## src/include/dir_pkg.sv

```systemverilog
// package: offsets, fields and reset values of the identity, reset and output-state registers
package dir_pkg;
    // register offsets
    localparam logic [7:0] ADDR_OWN_BUS_ADDRESS = 8'h00;
    localparam logic [7:0] ADDR_RESET_AND_BC = 8'h01;
    localparam logic [7:0] ADDR_OUTPUT_STATE = 8'h02;
    // own_bus_address fields
    localparam int OWN_ADDRESS_FIELD_LSB = 1;
    localparam int ADDRESS_SOURCE_SELECT_BIT = 0;
    // reset_and_back_channel fields
    localparam int RETURN_CHANNEL_ON_BIT = 2;
    localparam int FULL_LOGIC_RESET_BIT = 1;
    localparam int LOGIC_ONLY_RESET_BIT = 0;
    // output_state_config fields
    localparam int OUTPUT_ENABLE_BIT = 7;
    localparam int OVERRIDE_BIT = 6;
    localparam int FALLBACK_CLOCK_DRIVE_BIT = 5;
    localparam int SLEEP_STATE_VALUE_BIT = 4;
    // reset values
    localparam logic RST_ADDRESS_SOURCE_SELECT = 1'b0;
    localparam logic RST_RETURN_CHANNEL_ON = 1'b1;
    localparam logic RST_OUTPUT_ENABLE = 1'b0;
    localparam logic RST_OVERRIDE = 1'b0;
    localparam logic RST_FALLBACK_CLOCK_DRIVE = 1'b0;
    localparam logic RST_SLEEP_STATE_VALUE = 1'b0;
    // effective values used when the override is clear
    localparam logic DEFAULT_OUTPUT_ENABLE = 1'b1;
    localparam logic DEFAULT_SLEEP_STATE = 1'b1;
    // length of the internal digital reset pulse, in clock cycles
    localparam logic [2:0] DIGITAL_RESET_CYCLES = 3'h4;
endpackage

```

## src/include/dir_wr_if.sv

```systemverilog
// interface: register write port shared by the bank and the reset sequencer
`timescale 1ns/1ps
interface dir_wr_if;
    logic wr_en;
    logic [7:0] wr_addr;
    logic [7:0] wr_data;
    logic from_remote;
    logic full_pulse;
    logic logic_pulse;
    modport bank (input wr_en, input wr_addr, input wr_data, input from_remote,
                  output full_pulse, output logic_pulse);
    modport seq (input full_pulse, input logic_pulse);
endinterface

```

## src/hdl/dir_reset_seq.sv

```systemverilog
// module: stretches a self-clearing reset request into a digital reset pulse
`timescale 1ns/1ps
module dir_reset_seq
    import dir_pkg::*;
(
    // clock and reset
    input wire logic clk_sys_in,
    input wire logic rst_in,
    input wire logic clk_en_in,
    // requests from the register bank
    dir_wr_if.seq wr,
    // stretched reset outputs
    output logic logic_reset_out,
    output logic reload_out
);
    logic [2:0] count_reg;
    logic reload_reg;

    // a fresh request restarts the count, so back-to-back writes merge into one pulse
    always_ff @(posedge clk_sys_in) begin
        if (rst_in) begin
            count_reg <= 3'h0;
        end else if (clk_en_in) begin
            if (wr.full_pulse || wr.logic_pulse) begin
                count_reg <= DIGITAL_RESET_CYCLES;
            end else if (count_reg != 3'h0) begin
                count_reg <= count_reg - 3'h1;
            end
        end
    end

    // remember whether the running pulse must also reload the registers
    always_ff @(posedge clk_sys_in) begin
        if (rst_in) begin
            reload_reg <= 1'b0;
        end else if (clk_en_in) begin
            if (wr.full_pulse) begin
                reload_reg <= 1'b1;
            end else if (count_reg == 3'h0 && !wr.logic_pulse) begin
                reload_reg <= 1'b0;
            end
        end
    end

    assign logic_reset_out = (count_reg != 3'h0);
    assign reload_out = reload_reg;
endmodule

```

## src/hdl/dir_regs.sv

```systemverilog
// module: identity, reset and output-state registers of the link receiver
`timescale 1ns/1ps
// Operation
// - address field holds own 7-bit bus address, loaded from strap at power-up
// - source bit clear uses strap address, set uses programmed address; power-up and full reset clear
// - return channel enable resets one; remote writes cannot clear it
// - return channel turns off only when enable and both pass-through bits low
// - full reset bit resets all logic and registers, then clears itself
// - full reset reloads strap-derived fields with their strap values
// - logic-only reset resets logic, keeps registers, then clears itself
// - digital reset spares address register, reset bits and excluded fields
// - output enable comes from register only while override set, else one
// - override bit resets zero; one applies programmed enable and sleep values
// - fallback clock bit with link unlocked drives oscillator clock onto pixel clock
// - sleep value with enable sets unlocked output state; default one without override
module dir_regs
    import dir_pkg::*;
(
    // clock, reset and freeze
    input wire logic clk_sys_in,
    input wire logic rst_in,
    input wire logic clk_en_in,
    // strap captured at power-up
    input wire logic [6:0] address_strap_input_in,
    // register port, shared by local and remote control paths
    input wire logic reg_wr_in,
    input wire logic reg_rd_in,
    input wire logic [7:0] reg_addr_in,
    input wire logic [7:0] reg_wdata_in,
    input wire logic reg_remote_in,
    output logic [7:0] reg_rdata_out,
    // state of neighbouring registers and the link
    input wire logic pass_through_a_in,
    input wire logic pass_through_b_in,
    input wire logic link_lock_in,
    input wire logic osc_clk_in,
    input wire logic pixel_clk_in,
    // effects on the rest of the device
    output logic [6:0] active_address_out,
    output logic return_channel_active_out,
    output logic logic_reset_out,
    output logic eff_output_enable_out,
    output logic eff_sleep_state_out,
    output logic pixel_clk_sel_osc_out,
    output logic pixel_clk_out
);
    dir_wr_if wr ();

    logic [6:0] strap_reg;
    logic [6:0] own_address_field_reg;
    logic address_source_select_reg;
    logic return_channel_on_reg;
    logic output_enable_reg;
    logic override_reg;
    logic fallback_clock_drive_reg;
    logic sleep_state_value_reg;
    logic full_pulse_reg;
    logic logic_pulse_reg;
    logic seq_reset;
    logic seq_reload;
    logic [7:0] rdata_next;
    logic wr_addr0;
    logic wr_addr1;
    logic wr_addr2;

    assign wr.wr_en = reg_wr_in & clk_en_in;
    assign wr.wr_addr = reg_addr_in;
    assign wr.wr_data = reg_wdata_in;
    assign wr.from_remote = reg_remote_in;
    assign wr.full_pulse = full_pulse_reg;
    assign wr.logic_pulse = logic_pulse_reg;

    // stretches reset requests into the internal digital reset
    dir_reset_seq u_seq (
        .clk_sys_in(clk_sys_in),
        .rst_in(rst_in),
        .clk_en_in(clk_en_in),
        .wr(wr),
        .logic_reset_out(seq_reset),
        .reload_out(seq_reload)
    );

    assign wr_addr0 = wr.wr_en && (wr.wr_addr == ADDR_OWN_BUS_ADDRESS);
    assign wr_addr1 = wr.wr_en && (wr.wr_addr == ADDR_RESET_AND_BC);
    assign wr_addr2 = wr.wr_en && (wr.wr_addr == ADDR_OUTPUT_STATE);

    // strap latched on the power-up reset and kept for later reloads; a full
    // reset restores this original value even if the pins have moved since
    always_ff @(posedge clk_sys_in) begin
        if (rst_in) begin
            strap_reg <= address_strap_input_in;
        end
    end

    // address register: loaded from the strap on power-up and full reset
    // a logic-only reset leaves it alone
    always_ff @(posedge clk_sys_in) begin
        if (rst_in) begin
            own_address_field_reg <= address_strap_input_in;
            address_source_select_reg <= RST_ADDRESS_SOURCE_SELECT;
        end else if (clk_en_in) begin
            if (seq_reload) begin
                own_address_field_reg <= strap_reg;
                address_source_select_reg <= RST_ADDRESS_SOURCE_SELECT;
            end else if (wr_addr0) begin
                own_address_field_reg <= reg_wdata_in[7:OWN_ADDRESS_FIELD_LSB];
                address_source_select_reg <= reg_wdata_in[ADDRESS_SOURCE_SELECT_BIT];
            end
        end
    end

    // return channel enable; reloaded to one by full reset, kept by logic-only reset, remote may only set it
    always_ff @(posedge clk_sys_in) begin
        if (rst_in) begin
            return_channel_on_reg <= RST_RETURN_CHANNEL_ON;
        end else if (clk_en_in) begin
            if (seq_reload) begin
                return_channel_on_reg <= RST_RETURN_CHANNEL_ON;
            end else if (wr_addr1) begin
                if (!wr.from_remote || wr.wr_data[RETURN_CHANNEL_ON_BIT]) begin
                    return_channel_on_reg <= reg_wdata_in[RETURN_CHANNEL_ON_BIT];
                end
            end
        end
    end

    // self-clearing reset bits: one-cycle requests, read back as zero
    always_ff @(posedge clk_sys_in) begin
        if (rst_in) begin
            full_pulse_reg <= 1'b0;
            logic_pulse_reg <= 1'b0;
        end else if (clk_en_in) begin
            full_pulse_reg <= wr_addr1 && wr.wr_data[FULL_LOGIC_RESET_BIT];
            logic_pulse_reg <= wr_addr1 && wr.wr_data[LOGIC_ONLY_RESET_BIT];
        end
    end

    // output state config; cleared by full reset, kept by logic-only reset
    always_ff @(posedge clk_sys_in) begin
        if (rst_in) begin
            output_enable_reg <= RST_OUTPUT_ENABLE;
            override_reg <= RST_OVERRIDE;
            fallback_clock_drive_reg <= RST_FALLBACK_CLOCK_DRIVE;
            sleep_state_value_reg <= RST_SLEEP_STATE_VALUE;
        end else if (clk_en_in) begin
            if (seq_reload) begin
                output_enable_reg <= RST_OUTPUT_ENABLE;
                override_reg <= RST_OVERRIDE;
                fallback_clock_drive_reg <= RST_FALLBACK_CLOCK_DRIVE;
                sleep_state_value_reg <= RST_SLEEP_STATE_VALUE;
            end else if (wr_addr2) begin
                // software should follow a rising enable with a logic-only reset
                output_enable_reg <= reg_wdata_in[OUTPUT_ENABLE_BIT];
                override_reg <= reg_wdata_in[OVERRIDE_BIT];
                fallback_clock_drive_reg <= reg_wdata_in[FALLBACK_CLOCK_DRIVE_BIT];
                sleep_state_value_reg <= reg_wdata_in[SLEEP_STATE_VALUE_BIT];
            end
        end
    end

    // read mux; reserved bits and self-clearing bits read zero
    always_comb begin
        rdata_next = 8'h00;
        unique case (reg_addr_in)
            ADDR_OWN_BUS_ADDRESS: begin
                rdata_next = {own_address_field_reg, address_source_select_reg};
            end
            ADDR_RESET_AND_BC: begin
                rdata_next[RETURN_CHANNEL_ON_BIT] = return_channel_on_reg;
            end
            ADDR_OUTPUT_STATE: begin
                rdata_next[OUTPUT_ENABLE_BIT] = output_enable_reg;
                rdata_next[OVERRIDE_BIT] = override_reg;
                rdata_next[FALLBACK_CLOCK_DRIVE_BIT] = fallback_clock_drive_reg;
                rdata_next[SLEEP_STATE_VALUE_BIT] = sleep_state_value_reg;
            end
            default: begin
                rdata_next = 8'h00; // unmapped offsets read zero
            end
        endcase
    end

    // registered read data, held between reads
    always_ff @(posedge clk_sys_in) begin
        if (rst_in) begin
            reg_rdata_out <= 8'h00;
        end else if (clk_en_in && reg_rd_in) begin
            reg_rdata_out <= rdata_next;
        end
    end

    // address in use: strap or programmed value
    always_ff @(posedge clk_sys_in) begin
        if (rst_in) begin
            active_address_out <= 7'h00;
        end else if (clk_en_in) begin
            active_address_out <= address_source_select_reg ? own_address_field_reg
                                                            : address_strap_input_in;
        end
    end

    // return channel stays up while either pass-through bit still needs it
    always_ff @(posedge clk_sys_in) begin
        if (rst_in) begin
            return_channel_active_out <= RST_RETURN_CHANNEL_ON;
        end else if (clk_en_in) begin
            return_channel_active_out <= return_channel_on_reg
                                         || pass_through_a_in || pass_through_b_in;
        end
    end

    // digital reset to the rest of the device, driven for either reset bit
    always_ff @(posedge clk_sys_in) begin
        if (rst_in) begin
            logic_reset_out <= 1'b0;
        end else if (clk_en_in) begin
            logic_reset_out <= seq_reset;
        end
    end

    // effective output enable and sleep state under the override
    always_ff @(posedge clk_sys_in) begin
        if (rst_in) begin
            eff_output_enable_out <= DEFAULT_OUTPUT_ENABLE;
            eff_sleep_state_out <= DEFAULT_SLEEP_STATE;
        end else if (clk_en_in) begin
            eff_output_enable_out <= override_reg ? output_enable_reg
                                                  : DEFAULT_OUTPUT_ENABLE;
            eff_sleep_state_out <= override_reg ? sleep_state_value_reg
                                                : DEFAULT_SLEEP_STATE;
        end
    end

    // select the oscillator for the pixel clock while unlocked
    always_ff @(posedge clk_sys_in) begin
        if (rst_in) begin
            pixel_clk_sel_osc_out <= 1'b0;
        end else if (clk_en_in) begin
            pixel_clk_sel_osc_out <= fallback_clock_drive_reg && !link_lock_in;
        end
    end

    // the clock value is resampled, so it follows the chosen source at clk_sys rate;
    // a true glitch-free clock mux belongs in the pad ring
    always_ff @(posedge clk_sys_in) begin
        if (rst_in) begin
            pixel_clk_out <= 1'b0;
        end else if (clk_en_in) begin
            pixel_clk_out <= pixel_clk_sel_osc_out ? osc_clk_in : pixel_clk_in;
        end
    end
endmodule

```

## config.mk

```make
export PLATFORM = sky130hd
export DESIGN_NAME = dir_regs
export DESIGN_NICKNAME = d
export VERILOG_FILES = /design/src/include/dir_pkg.sv /design/src/include/dir_wr_if.sv /design/src/hdl/dir_reset_seq.sv /design/src/hdl/dir_regs.sv
export SDC_FILE = /design/constraint.sdc
export NUM_CORES = 1
export LEC_CHECK = 0
export BUFFER_PORTS_ARGS = -buffer_cell sky130_fd_sc_hd__buf_4
export CORE_UTILIZATION = 48
export DETAILED_ROUTE_END_ITERATION = 10
export PLACE_DENSITY = 0.75
export SLEW_MARGIN = 20
export SYNTH_ARGS = -nofsm -noshare
export SYNTH_HDL_FRONTEND = slang
export SYNTH_SLANG_ARGS = --single-unit
```

## constraint.sdc

```tcl
create_clock -name clk_sys_in -period 1.15 [get_ports clk_sys_in]
set_input_delay 0.115 -clock clk_sys_in [delete_from_list [all_inputs] [get_ports clk_sys_in]]
set_output_delay 0.115 -clock clk_sys_in [all_outputs]
set_load 0.005 [all_outputs]
```

==> run metrics, run 1 <==
status complete, but fails checks; failing checks negative setup slack; vias in the first global route 1,935; Yosys warning count 0; fin worst setup slack -63.6 ps; worst setup path class reg2reg; Synth Area per Inst 9.91 sq um; register area 1090 sq um; setup violators final 6; fillcell total 343; Final ANT Viol Nets 0; most common cell after layout, fill and taps aside buf_4; TritonCTS clock tree built; Hold Fails Final Rpt 0; std cell rows 24; IO buf count 54; max frequency 824 MHz; Placer Congestion 0.877; Slew HR 77.6%; Starting Density 50.7%; die area 4940 sq um; Area contributors post-synth dfxtp_1, edfxtp_1, mux2i_1, nand2_1, a21oi_1; Final Slew Violations 0; GRT Residual Overflow 0; Multi-input gate area 1170 sq um; io pins 55; CTS Sinks 47; Max Cap Violations 0; Most flops, register reg_rdata_out; Cell Area, Synth 2240 sq um; worst slack, placed -143 ps; largest area contributor in the netlist dfxtp_1; nature of the critical path endpoint flip-flop; maximum number of pins on one net before global-route repair 24; delay of the slowest critical-path stage 380 ps; Total Nets Final 337; Gate Count Post-Synth 226; post-synthesis sequential area ratio 48.3%; Largest delay share family, worst path simple AND/OR/NAND/NOR gates; antenna violations before repair 0; Min Clock Period, post-route 1210 ps; Fin Clk Skew 8.61 ps; CTS clk-pin slew, worst paths 90 ps; Syn-to-layout area delta 39.6%; via count 2,008; layout cells sized above 1 38.7%; Worst-Margin Slew 335 ps; Tcrit/Tclk final 106%; DR pass1 iterations 4; RSZ-0062 raised after global routing yes; clk_lat worst skew 300 ps; H-tree depth 2; core area 4410 sq um; Longest Clk Path Bufs 2; worst hold path type in2reg; diode count 0; global-route wire length before repair 9020 microns; first-iteration detailed-routing DRC count 122; Die Wd 70.3 microns; Cell variety after synth 40; dpl hpwl 3970 microns; root buffer cell clkbuf_8; Required @ worst endpoint 1390 ps; Largest register FFs 8; commonest cells after routing, fill and taps aside buf_4, dfxtp_1, nand2_1, a21oi_1, mux2i_1; vias per inst 5.67; worst vdd ir 928 uV; Critical path buffers and inverters 1; Setup crit start kind flip-flop; cts bufs inserted 5; Crit Path Max Fanout 3; flops & latches, synth 47; Leakage 1.21 nW; Total Power 4.18 mW; gr usage total 23.3%; CP max stage cell or3b_4; Total Wirelength 5680 microns; Pwr Density 1340 nW/um^2; post-synth top area share 29.5%; crit-path cells buf_6 > or3b_4 > a31oi_4 > a311o_1; DRC violations left 0; Die Y 70.3 microns; Worst EP arrival 1450 ps; routed length per instance 16.0 microns; Post-Syn Nets 262
worst paths after layout:
check / from / end / slack, ps / cells after the start
max: u_seq.reload_out$_SDFFE_PP0P_ / override_reg$_SDFFE_PP0P_ / -60 / 4
min: address_strap_input_in[6] / strap_reg[6]$_DFFE_PP_ / 10 / 1
max reg2reg: u_seq.reload_out$_SDFFE_PP0P_ / override_reg$_SDFFE_PP0P_ / -60 / 4
min reg2reg: reg_rdata_out[0]$_SDFFE_PP0P_ / reg_rdata_out[0]$_SDFFE_PP0P_ / 450 / 2
worst register-to-register path, cell delays in order, from the launching register on:
cell and delay, ps:
dfxtp_4 360, buf_6 120, or3b_4 380, a31oi_4 150
a311o_1 150
where the power goes:
part	switching, mW	total [mW]	leakage (nW)	internal, mW
Clock	0.569	1.13	0.0496	0.562
Combinational	0.508	1.10	0.755	0.593
Sequential	0.107	1.95	0.407	1.84
synthesized netlist by cell type:
cell and n:
edfxtp_1 14, nand3b_1 2, and3b_1 2, nor3b_1 6, and2_1 1, buf_2 10, mux2_2 5, nor4b_1 2
a211oi_1 8, nor3_1 1, o22ai_1 1, nand2b_1 4, or2_2 1, clkbuf_1 4, nand2_1 27, o21ai_0 10
a31oi_1 3, a21oi_1 17, buf_6 1, and4b_1 1, nand3_1 1, clkinv_1 1, a31o_1 1, and3_1 5
o31ai_1 2, nand4_1 10, buf_4 1, dfxtp_1 33, nor2_1 13, or3b_2 4, ha_1 2, o221ai_1 2
clkbuf_2 1, inv_1 2, nor3_2 1, o21bai_1 1, nand4b_1 4, mux2i_1 16, a311o_1 5, nor4_4 1
metal layers:
metal	share of wire, %	vias up	GRT usage [%]
met1	44	945	29.8
met4	1.0	0	8.22
met3	4.8	4	5.05
met2	50	67	38.7
li1	-	992	-
met5	0	-	0
through the flow:
| stage | cell area (sq um) | setup TNS (ps) | hold slack (ps) | utilization [%] | std cells |
|---|---|---|---|---|---|
| after global placement | 2820 | -2070 | 315 | 63.8 | 338 |
| after global routing | 3130 | -554 | 5.56 | 70.8 | 354 |
| after CTS | 3000 | -45.7 | 2.22 | 67.9 | 350 |
| after detailed placement | 2820 | -2560 | 316 | 63.8 | 338 |
| final | 3130 | -98.2 | 11.0 | 70.8 | 354 |
| after floorplan | 2260 | -265 | 214 | - | 226 |
timing repair:
action | in CTS | in global routing
endpoints found under the setup margin | 23 | 15
pin swaps | 2 | 18
gates cloned | 0 | 0
hold buffers | 4 | 1
hold endpoints to repair | 4 | 1
gates resized for setup | 11 | 25
setup buffers | 0 | 3
logic make-up (layout without fill, tap and decap cells):
group / Yosys count / count (layout) / synth area share (%)
adder cells (fa/ha/maj): 2 / 2 / 1.12
AND/OR/NAND/NOR: 86 / 86 / 22.2
buffers and inverters: 20 / 96 / 4.47
flip-flops: 47 / 47 / 48.3
AO/OA/AOI/OAI: 50 / 50 / 14.2
multiplexers: 21 / 21 / 9.66
area by class of cell:
type / count / area share (%)
Timing Repair Buffer: 85 / 21.7
Clock inverter: 1 / 0.240
Multi-Input combinational cell: 159 / 37.6
Clock buffer: 7 / 3.12
Sequential cell: 47 / 34.8
Inverter: 3 / 0.520
Tap cell: 52 / 2.08
Note: power is estimated with default switching activity, not from simulation.
==> inputs of run 2 (changes only) <==
CELL_PAD_IN_SITES_DETAIL_PLACEMENT = 1   (was unset)
CELL_PAD_IN_SITES_GLOBAL_PLACEMENT = 2   (was unset)
CORE_UTILIZATION = 29   (was 48)
PLACE_DENSITY = 0.74   (was 0.75)
==> run metrics, run 2 (synthesized netlist as in run 1, its figures left out) <==
RSZ-0062 raised after global routing yes; R2R Path Start u_seq.reload_out$_SDFFE_PP0P_; std cell rows 31 (+29%); Final Slew Violations 0 (unchanged); dpl hpwl 4760 microns (+20%); Required @ worst endpoint 1390 ps (about the same); Max Cap Violations 0 (unchanged); Tcrit/Tclk final 101% (-4.6 points); diode count 0 (unchanged); final core occ 42.9% (-28 points); Longest Clk Path Bufs 2 (unchanged); delay of the slowest critical-path stage 410 ps (+30 ps); Pwr Density 1240 nW/um^2 (-7.2%); global-route wire length before repair 10,100 microns (+12%); Hold WS 7.48 ps (-3.54 ps); max frequency 862 MHz (+4.6%); via count 1,953 (-2.7%); Starting Density 30.4% (-20 points); routed length per instance 15.6 microns (-2.9%); Worst EP arrival 1400 ps (-50 ps); Total Wirelength 6290 microns (+11%); DR pass1 iterations 4 (unchanged); worst hold path type in2reg; IO buf count 54 (unchanged); crit-path cells or3b_4 > a31oi_4 > a311o_1; Largest delay share family, worst path simple AND/OR/NAND/NOR gates; fillcell total 870 (+150%); Most flops, register reg_rdata_out; Die Y 89.9 microns (+28%); Slew HR 76.1% (-1.5 points); root buffer cell clkbuf_8; DRC violations left 0 (unchanged); gr usage total 15.7% (-7.6 points); Hold Fails Final Rpt 0 (unchanged); Crit Path Max Fanout 10 (+7); final std cells w/o fill 404 (+14%); Leakage 1.21 nW (+0.20%); maximum number of pins on one net before global-route repair 26 (+8.3%); Final ANT Viol Nets 0 (unchanged); CTS clk-pin slew, worst paths 90 ps (about the same); Setup crit start kind flip-flop; TNS Setup -15.8 ps (+82.4 ps); cts bufs inserted 5 (unchanged); H-tree depth 2 (unchanged); Placer Congestion 0.790 (-9.9%); worst vdd ir 456 uV (-51%); commonest cells after routing, fill and taps aside buf_4, dfxtp_1, nand2_1, a21oi_1, mux2i_1; first-iteration detailed-routing DRC count 94 (-23%); vias in the first global route 1,968 (+1.7%); Total Nets Final 340 (+0.89%); most common cell after layout, fill and taps aside buf_4; status complete, but fails checks; nature of the critical path endpoint flip-flop; setup violators final 2 (-4); TritonCTS clock tree built; Worst-Margin Slew 356 ps (+21.0 ps); worst setup path class reg2reg; Largest register FFs 8 (unchanged); core area 7370 sq um (+67%); Critical path buffers and inverters 0 (-1); layout cells sized above 1 38.7% (-0.053 points); CP max stage cell or3b_4; Min Clock Period, post-route 1160 ps (-53.4 ps); placed instance count 390 (+15%); antenna violations before repair 0 (unchanged); fin worst setup slack -10.2 ps (+53.4 ps); CTS Sinks 47 (unchanged); worst slack, placed -171 ps (-28.4 ps); Die Wd 89.9 microns (+28%); die area 8080 sq um (+63%); clk_lat worst skew 300 ps (about the same); crit path launch u_seq.reload_out$_SDFFE_PP0P_; vias per inst 4.83 (-15%); startpoint of the worst hold path address_strap_input_in[6]; GRT Residual Overflow 0 (unchanged); io pins 55 (unchanged); Fin Clk Skew 8.39 ps (-0.211 ps); failing checks negative setup slack; Syn-to-layout area delta 41.2%
run 2: cell count changes in the layout (fill, tap and decap cells not counted), moves of 3 or more:
| cell | delta |
|---|---|
| nor3b_1 | +3 |
| buf_6 | -3 |
| buf_4 | +5 |
| o21ai_1 | -6 |
| o21ai_0 | +6 |
run 2: metrics by stage:
step                power (mW)  cell area, sq um
global route              4.15              3160
finish                    3.92              3160
floorplan                 2.35              2260
CTS                       3.74              3060
global placement          2.69              2930
detailed placement        2.70              2930
run 2: path summary, 6_finish.rpt:
check / end / slack, ps / cells after the start
setup / recovery: override_reg$_SDFFE_PP0P_ / -10 / 3
hold / removal: strap_reg[6]$_DFFE_PP_ / 7 / 1
setup reg to reg: override_reg$_SDFFE_PP0P_ / -10 / 3
hold reg to reg: reg_rdata_out[4]$_SDFFE_PP0P_ / 460 / 2
run 2: cell type report:
cell class	count	area, sq um	share of cell area, %
Multi-Input combinational cell	159	1150	36.3
Clock inverter	2	12.5	0.396
Inverter	3	13.8	0.435
Timing Repair Buffer	88	702	22.2
Sequential cell	47	1090	34.5
Tap cell	99	124	3.92
Clock buffer	6	72.6	2.29
run 2: power breakdown:
| part | total (mW) | switching, mW | internal, mW |
|---|---|---|---|
| clock network | 0.998 | 0.572 | 0.426 |
| registers | 1.93 | 0.0878 | 1.84 |
| logic | 0.995 | 0.451 | 0.544 |
run 2: timing repair:
| action | 4_1_cts | 5_1_grt |
|---|---|---|
| hold endpoints to repair | 3 | 2 |
| endpoints found under the setup margin | 16 | 17 |
| resized for setup | 8 | 13 |
| pin swaps | 2 | 2 |
| hold buffers | 3 | 2 |
| buffers inserted | 0 | 1 |
run 2: layer usage:
metal  routed length, microns  GRT usage [%]  vias up
li1                         -              -      992
met1                     3090           21.0      919
met2                     2970           26.0       37
met3                      191           3.05        5
met4                       43           4.03        0
met5                        0              0        -
==> inputs of run 3 (changes only) <==
--- a/config.mk
+++ b/config.mk
@@ -9,7 +9,7 @@
 export CELL_PAD_IN_SITES_DETAIL_PLACEMENT = 1
 export CELL_PAD_IN_SITES_GLOBAL_PLACEMENT = 2
-export CORE_UTILIZATION = 29
+export CORE_UTILIZATION = 35
 export DETAILED_ROUTE_END_ITERATION = 10
-export PLACE_DENSITY = 0.74
+export PLACE_DENSITY = 0.92
 export SLEW_MARGIN = 20
 export SYNTH_ARGS = -nofsm -noshare
==> constraint.sdc (replaced) <==
create_clock -name clk_sys_in -period 1.5 [get_ports clk_sys_in]
set_input_delay 0.15 -clock clk_sys_in [delete_from_list [all_inputs] [get_ports clk_sys_in]]
set_output_delay 0.15 -clock clk_sys_in [all_outputs]
set_load 0.02 [all_outputs]
==> run metrics, run 3 (synthesized netlist as in run 1, its figures left out) <==
Hold Fails Final Rpt 0 (unchanged); Largest register FFs 8 (unchanged); Crit Path Max Fanout 12 (+2); core area 6060 sq um (-18%); R2R Path Start u_seq.reload_out$_SDFFE_PP0P_; root buffer cell clkbuf_8; Worst-Margin Slew 501 ps (+146 ps); vias per inst 5.53 (+14%); Slew HR 66.5% (-9.6 points); Die Wd 82.0 microns (-8.8%); DR pass1 iterations 4 (unchanged); Most flops, register reg_rdata_out; die area 6720 sq um (-17%); R2R depth 3 (unchanged); io pins 55 (unchanged); Total Wirelength 5770 microns (-8.3%); GRT Residual Overflow 0 (unchanged); worst hold path type in2reg; P_sw 801 uW (-28%); max frequency 709 MHz (-18%); CTS clk-pin slew, worst paths 90 ps (about the same); TritonCTS clock tree built; crit-path cells nor4b_1 > nand4_1 > a31o_1; nature of the critical path endpoint flip-flop; diode count 0 (unchanged); sw frac 28.7% (+0.33 points); Worst EP arrival 1610 ps (+210 ps); Longest Clk Path Bufs 2 (unchanged); status finished clean; hold buffer count at CTS 0 (-3); CTS Sinks 47 (unchanged); Setup crit end return_channel_on_reg$_SDFFE_PP1P_; Pwr Density 992 nW/um^2 (-20%); R2R Setup Slk 90 ps (+100 ps); clk_lat worst skew 300 ps (about the same); DRC violations left 0 (unchanged); worst vdd ir 500 uV (+9.7%); IO buf count 54 (unchanged); r2r endpoint return_channel_on_reg$_SDFFE_PP1P_; Comb power frac 20.6% (-4.8 points); Syn-to-layout area delta 25.7%; cts bufs inserted 5 (unchanged); crit path launch u_seq.reload_out$_SDFFE_PP0P_; worst setup path class reg2reg; Max Cap Violations 0 (unchanged); Required @ worst endpoint 1700 ps (+310 ps); Die Y 82.0 microns (-8.8%); first-iteration detailed-routing DRC count 118 (+26%); Min Clock Period, post-route 1410 ps (+250 ps); setup bufs post-CTS 0 (unchanged); Starting Density 37.0% (+6.6 points); H-tree depth 2 (unchanged); std cell rows 28 (-9.7%); dpl hpwl 4330 microns (-9.0%); via count 1,962 (+0.46%); Total Nets Final 315 (-7.4%); Final Slew Violations 0 (unchanged); layout cells sized above 1 29.3% (-9.4 points); Total Power 2.79 mW (-29%); CP max stage cell dfxtp_1; antenna violations before repair 0 (unchanged); Final ANT Viol Nets 0 (unchanged); Tcrit/Tclk final 94.0% (-6.9 points); Seq pwr share 52.2% (+3.1 points); delay of the slowest critical-path stage 470 ps (+60 ps); gr usage total 18.8% (+3.1 points); clock power share 27.2% (+1.7 points); setup violators final 0 (-2); maximum number of pins on one net before global-route repair 35 (+35%); global-route wire length before repair 9520 microns (-5.3%); commonest cells after routing, fill and taps aside buf_4, dfxtp_1, nand2_1, a21oi_1, mux2i_1; RSZ-0062 raised after global routing no; fillcell total 715 (-18%); routed length per instance 16.2 microns (+4.3%); internal cell power 1.99 mW (-29%); number of gates resized after cts 0 (-8); Placer Congestion 0.795 (+0.56%); Leakage 1.06 nW (-13%); Fin Clk Skew 8.56 ps (+0.170 ps); vias in the first global route 1,935 (-1.7%); most common cell after layout, fill and taps aside buf_4; Setup crit start kind flip-flop; TNS Setup 0 ps (+15.8 ps)
==> run 3: cell count changes in the layout (fill, tap and decap cells not counted), sizes merged <==
cell / delta
dlygate4sd3: -5
buf: -20
==> run 3: power by group through the flow <==
stage / logic (mW) / clock network (mW) / registers (mW)
floorplan: 0.333 / 0 / 1.50
global placement: 0.562 / 0 / 1.48
detailed placement: 0.583 / 0 / 1.49
CTS: 0.583 / 0.781 / 1.46
global route: 0.644 / 0.837 / 1.47
finish: 0.575 / 0.761 / 1.46
==> run 3: cell type report <==
| class | instances | area (sq um) | area share [%] |
|---|---|---|---|
| multi-input combinational | 159 | 1060 | 37.6 |
| timing repair buffer | 63 | 485 | 17.2 |
| tap | 75 | 93.8 | 3.33 |
| sequential | 47 | 1080 | 38.4 |
| clock buffer | 6 | 72.6 | 2.58 |
| inverter | 3 | 11.3 | 0.400 |
| clock inverter | 2 | 12.5 | 0.444 |
==> run 3: stage by stage <==
step	setup slack, ps	util (%)	std cells	hold WS (ps)	area, sq um
2_1_floorplan	226	-	226	249	2240
3_3_place_gp	154	45.0	347	348	2730
3_5_place_dp	101	45.0	347	349	2730
4_1_cts	84.5	46.4	355	28.6	2820
5_1_grt	20.7	46.4	355	22.6	2820
6_report	89.5	46.4	355	37.3	2820
==> run 3: metal layers <==
layer	global-route usage (%)	part of all wire [%]
met5	0	0
met4	4.91	0.47
met3	3.33	5.2
met2	31.9	49
met1	24.5	46
==> run 3: worst min-delay path by stage <==
stage | from | end | slack (ps) | cells after the start
floorplan | address_strap_input_in[0] | strap_reg[0]$_DFFE_PP_ | 250 | 0
global placement | address_strap_input_in[0] | strap_reg[0]$_DFFE_PP_ | 350 | 1
finish | address_strap_input_in[0] | strap_reg[0]$_DFFE_PP_ | 40 | 1
detailed placement | address_strap_input_in[6] | strap_reg[6]$_DFFE_PP_ | 350 | 1
global route | address_strap_input_in[0] | strap_reg[0]$_DFFE_PP_ | 20 | 1
CTS | address_strap_input_in[0] | strap_reg[0]$_DFFE_PP_ | 30 | 1
==> run 3: critical path: cells and delay by family, from the launching register on <==
| kind | cells | cell delay [ps] |
|---|---|---|
| AOI/OAI and AO/OA | 1 | 240 |
| DFF | 1 | 470 |
| and+or+nand+nor | 2 | 590 |
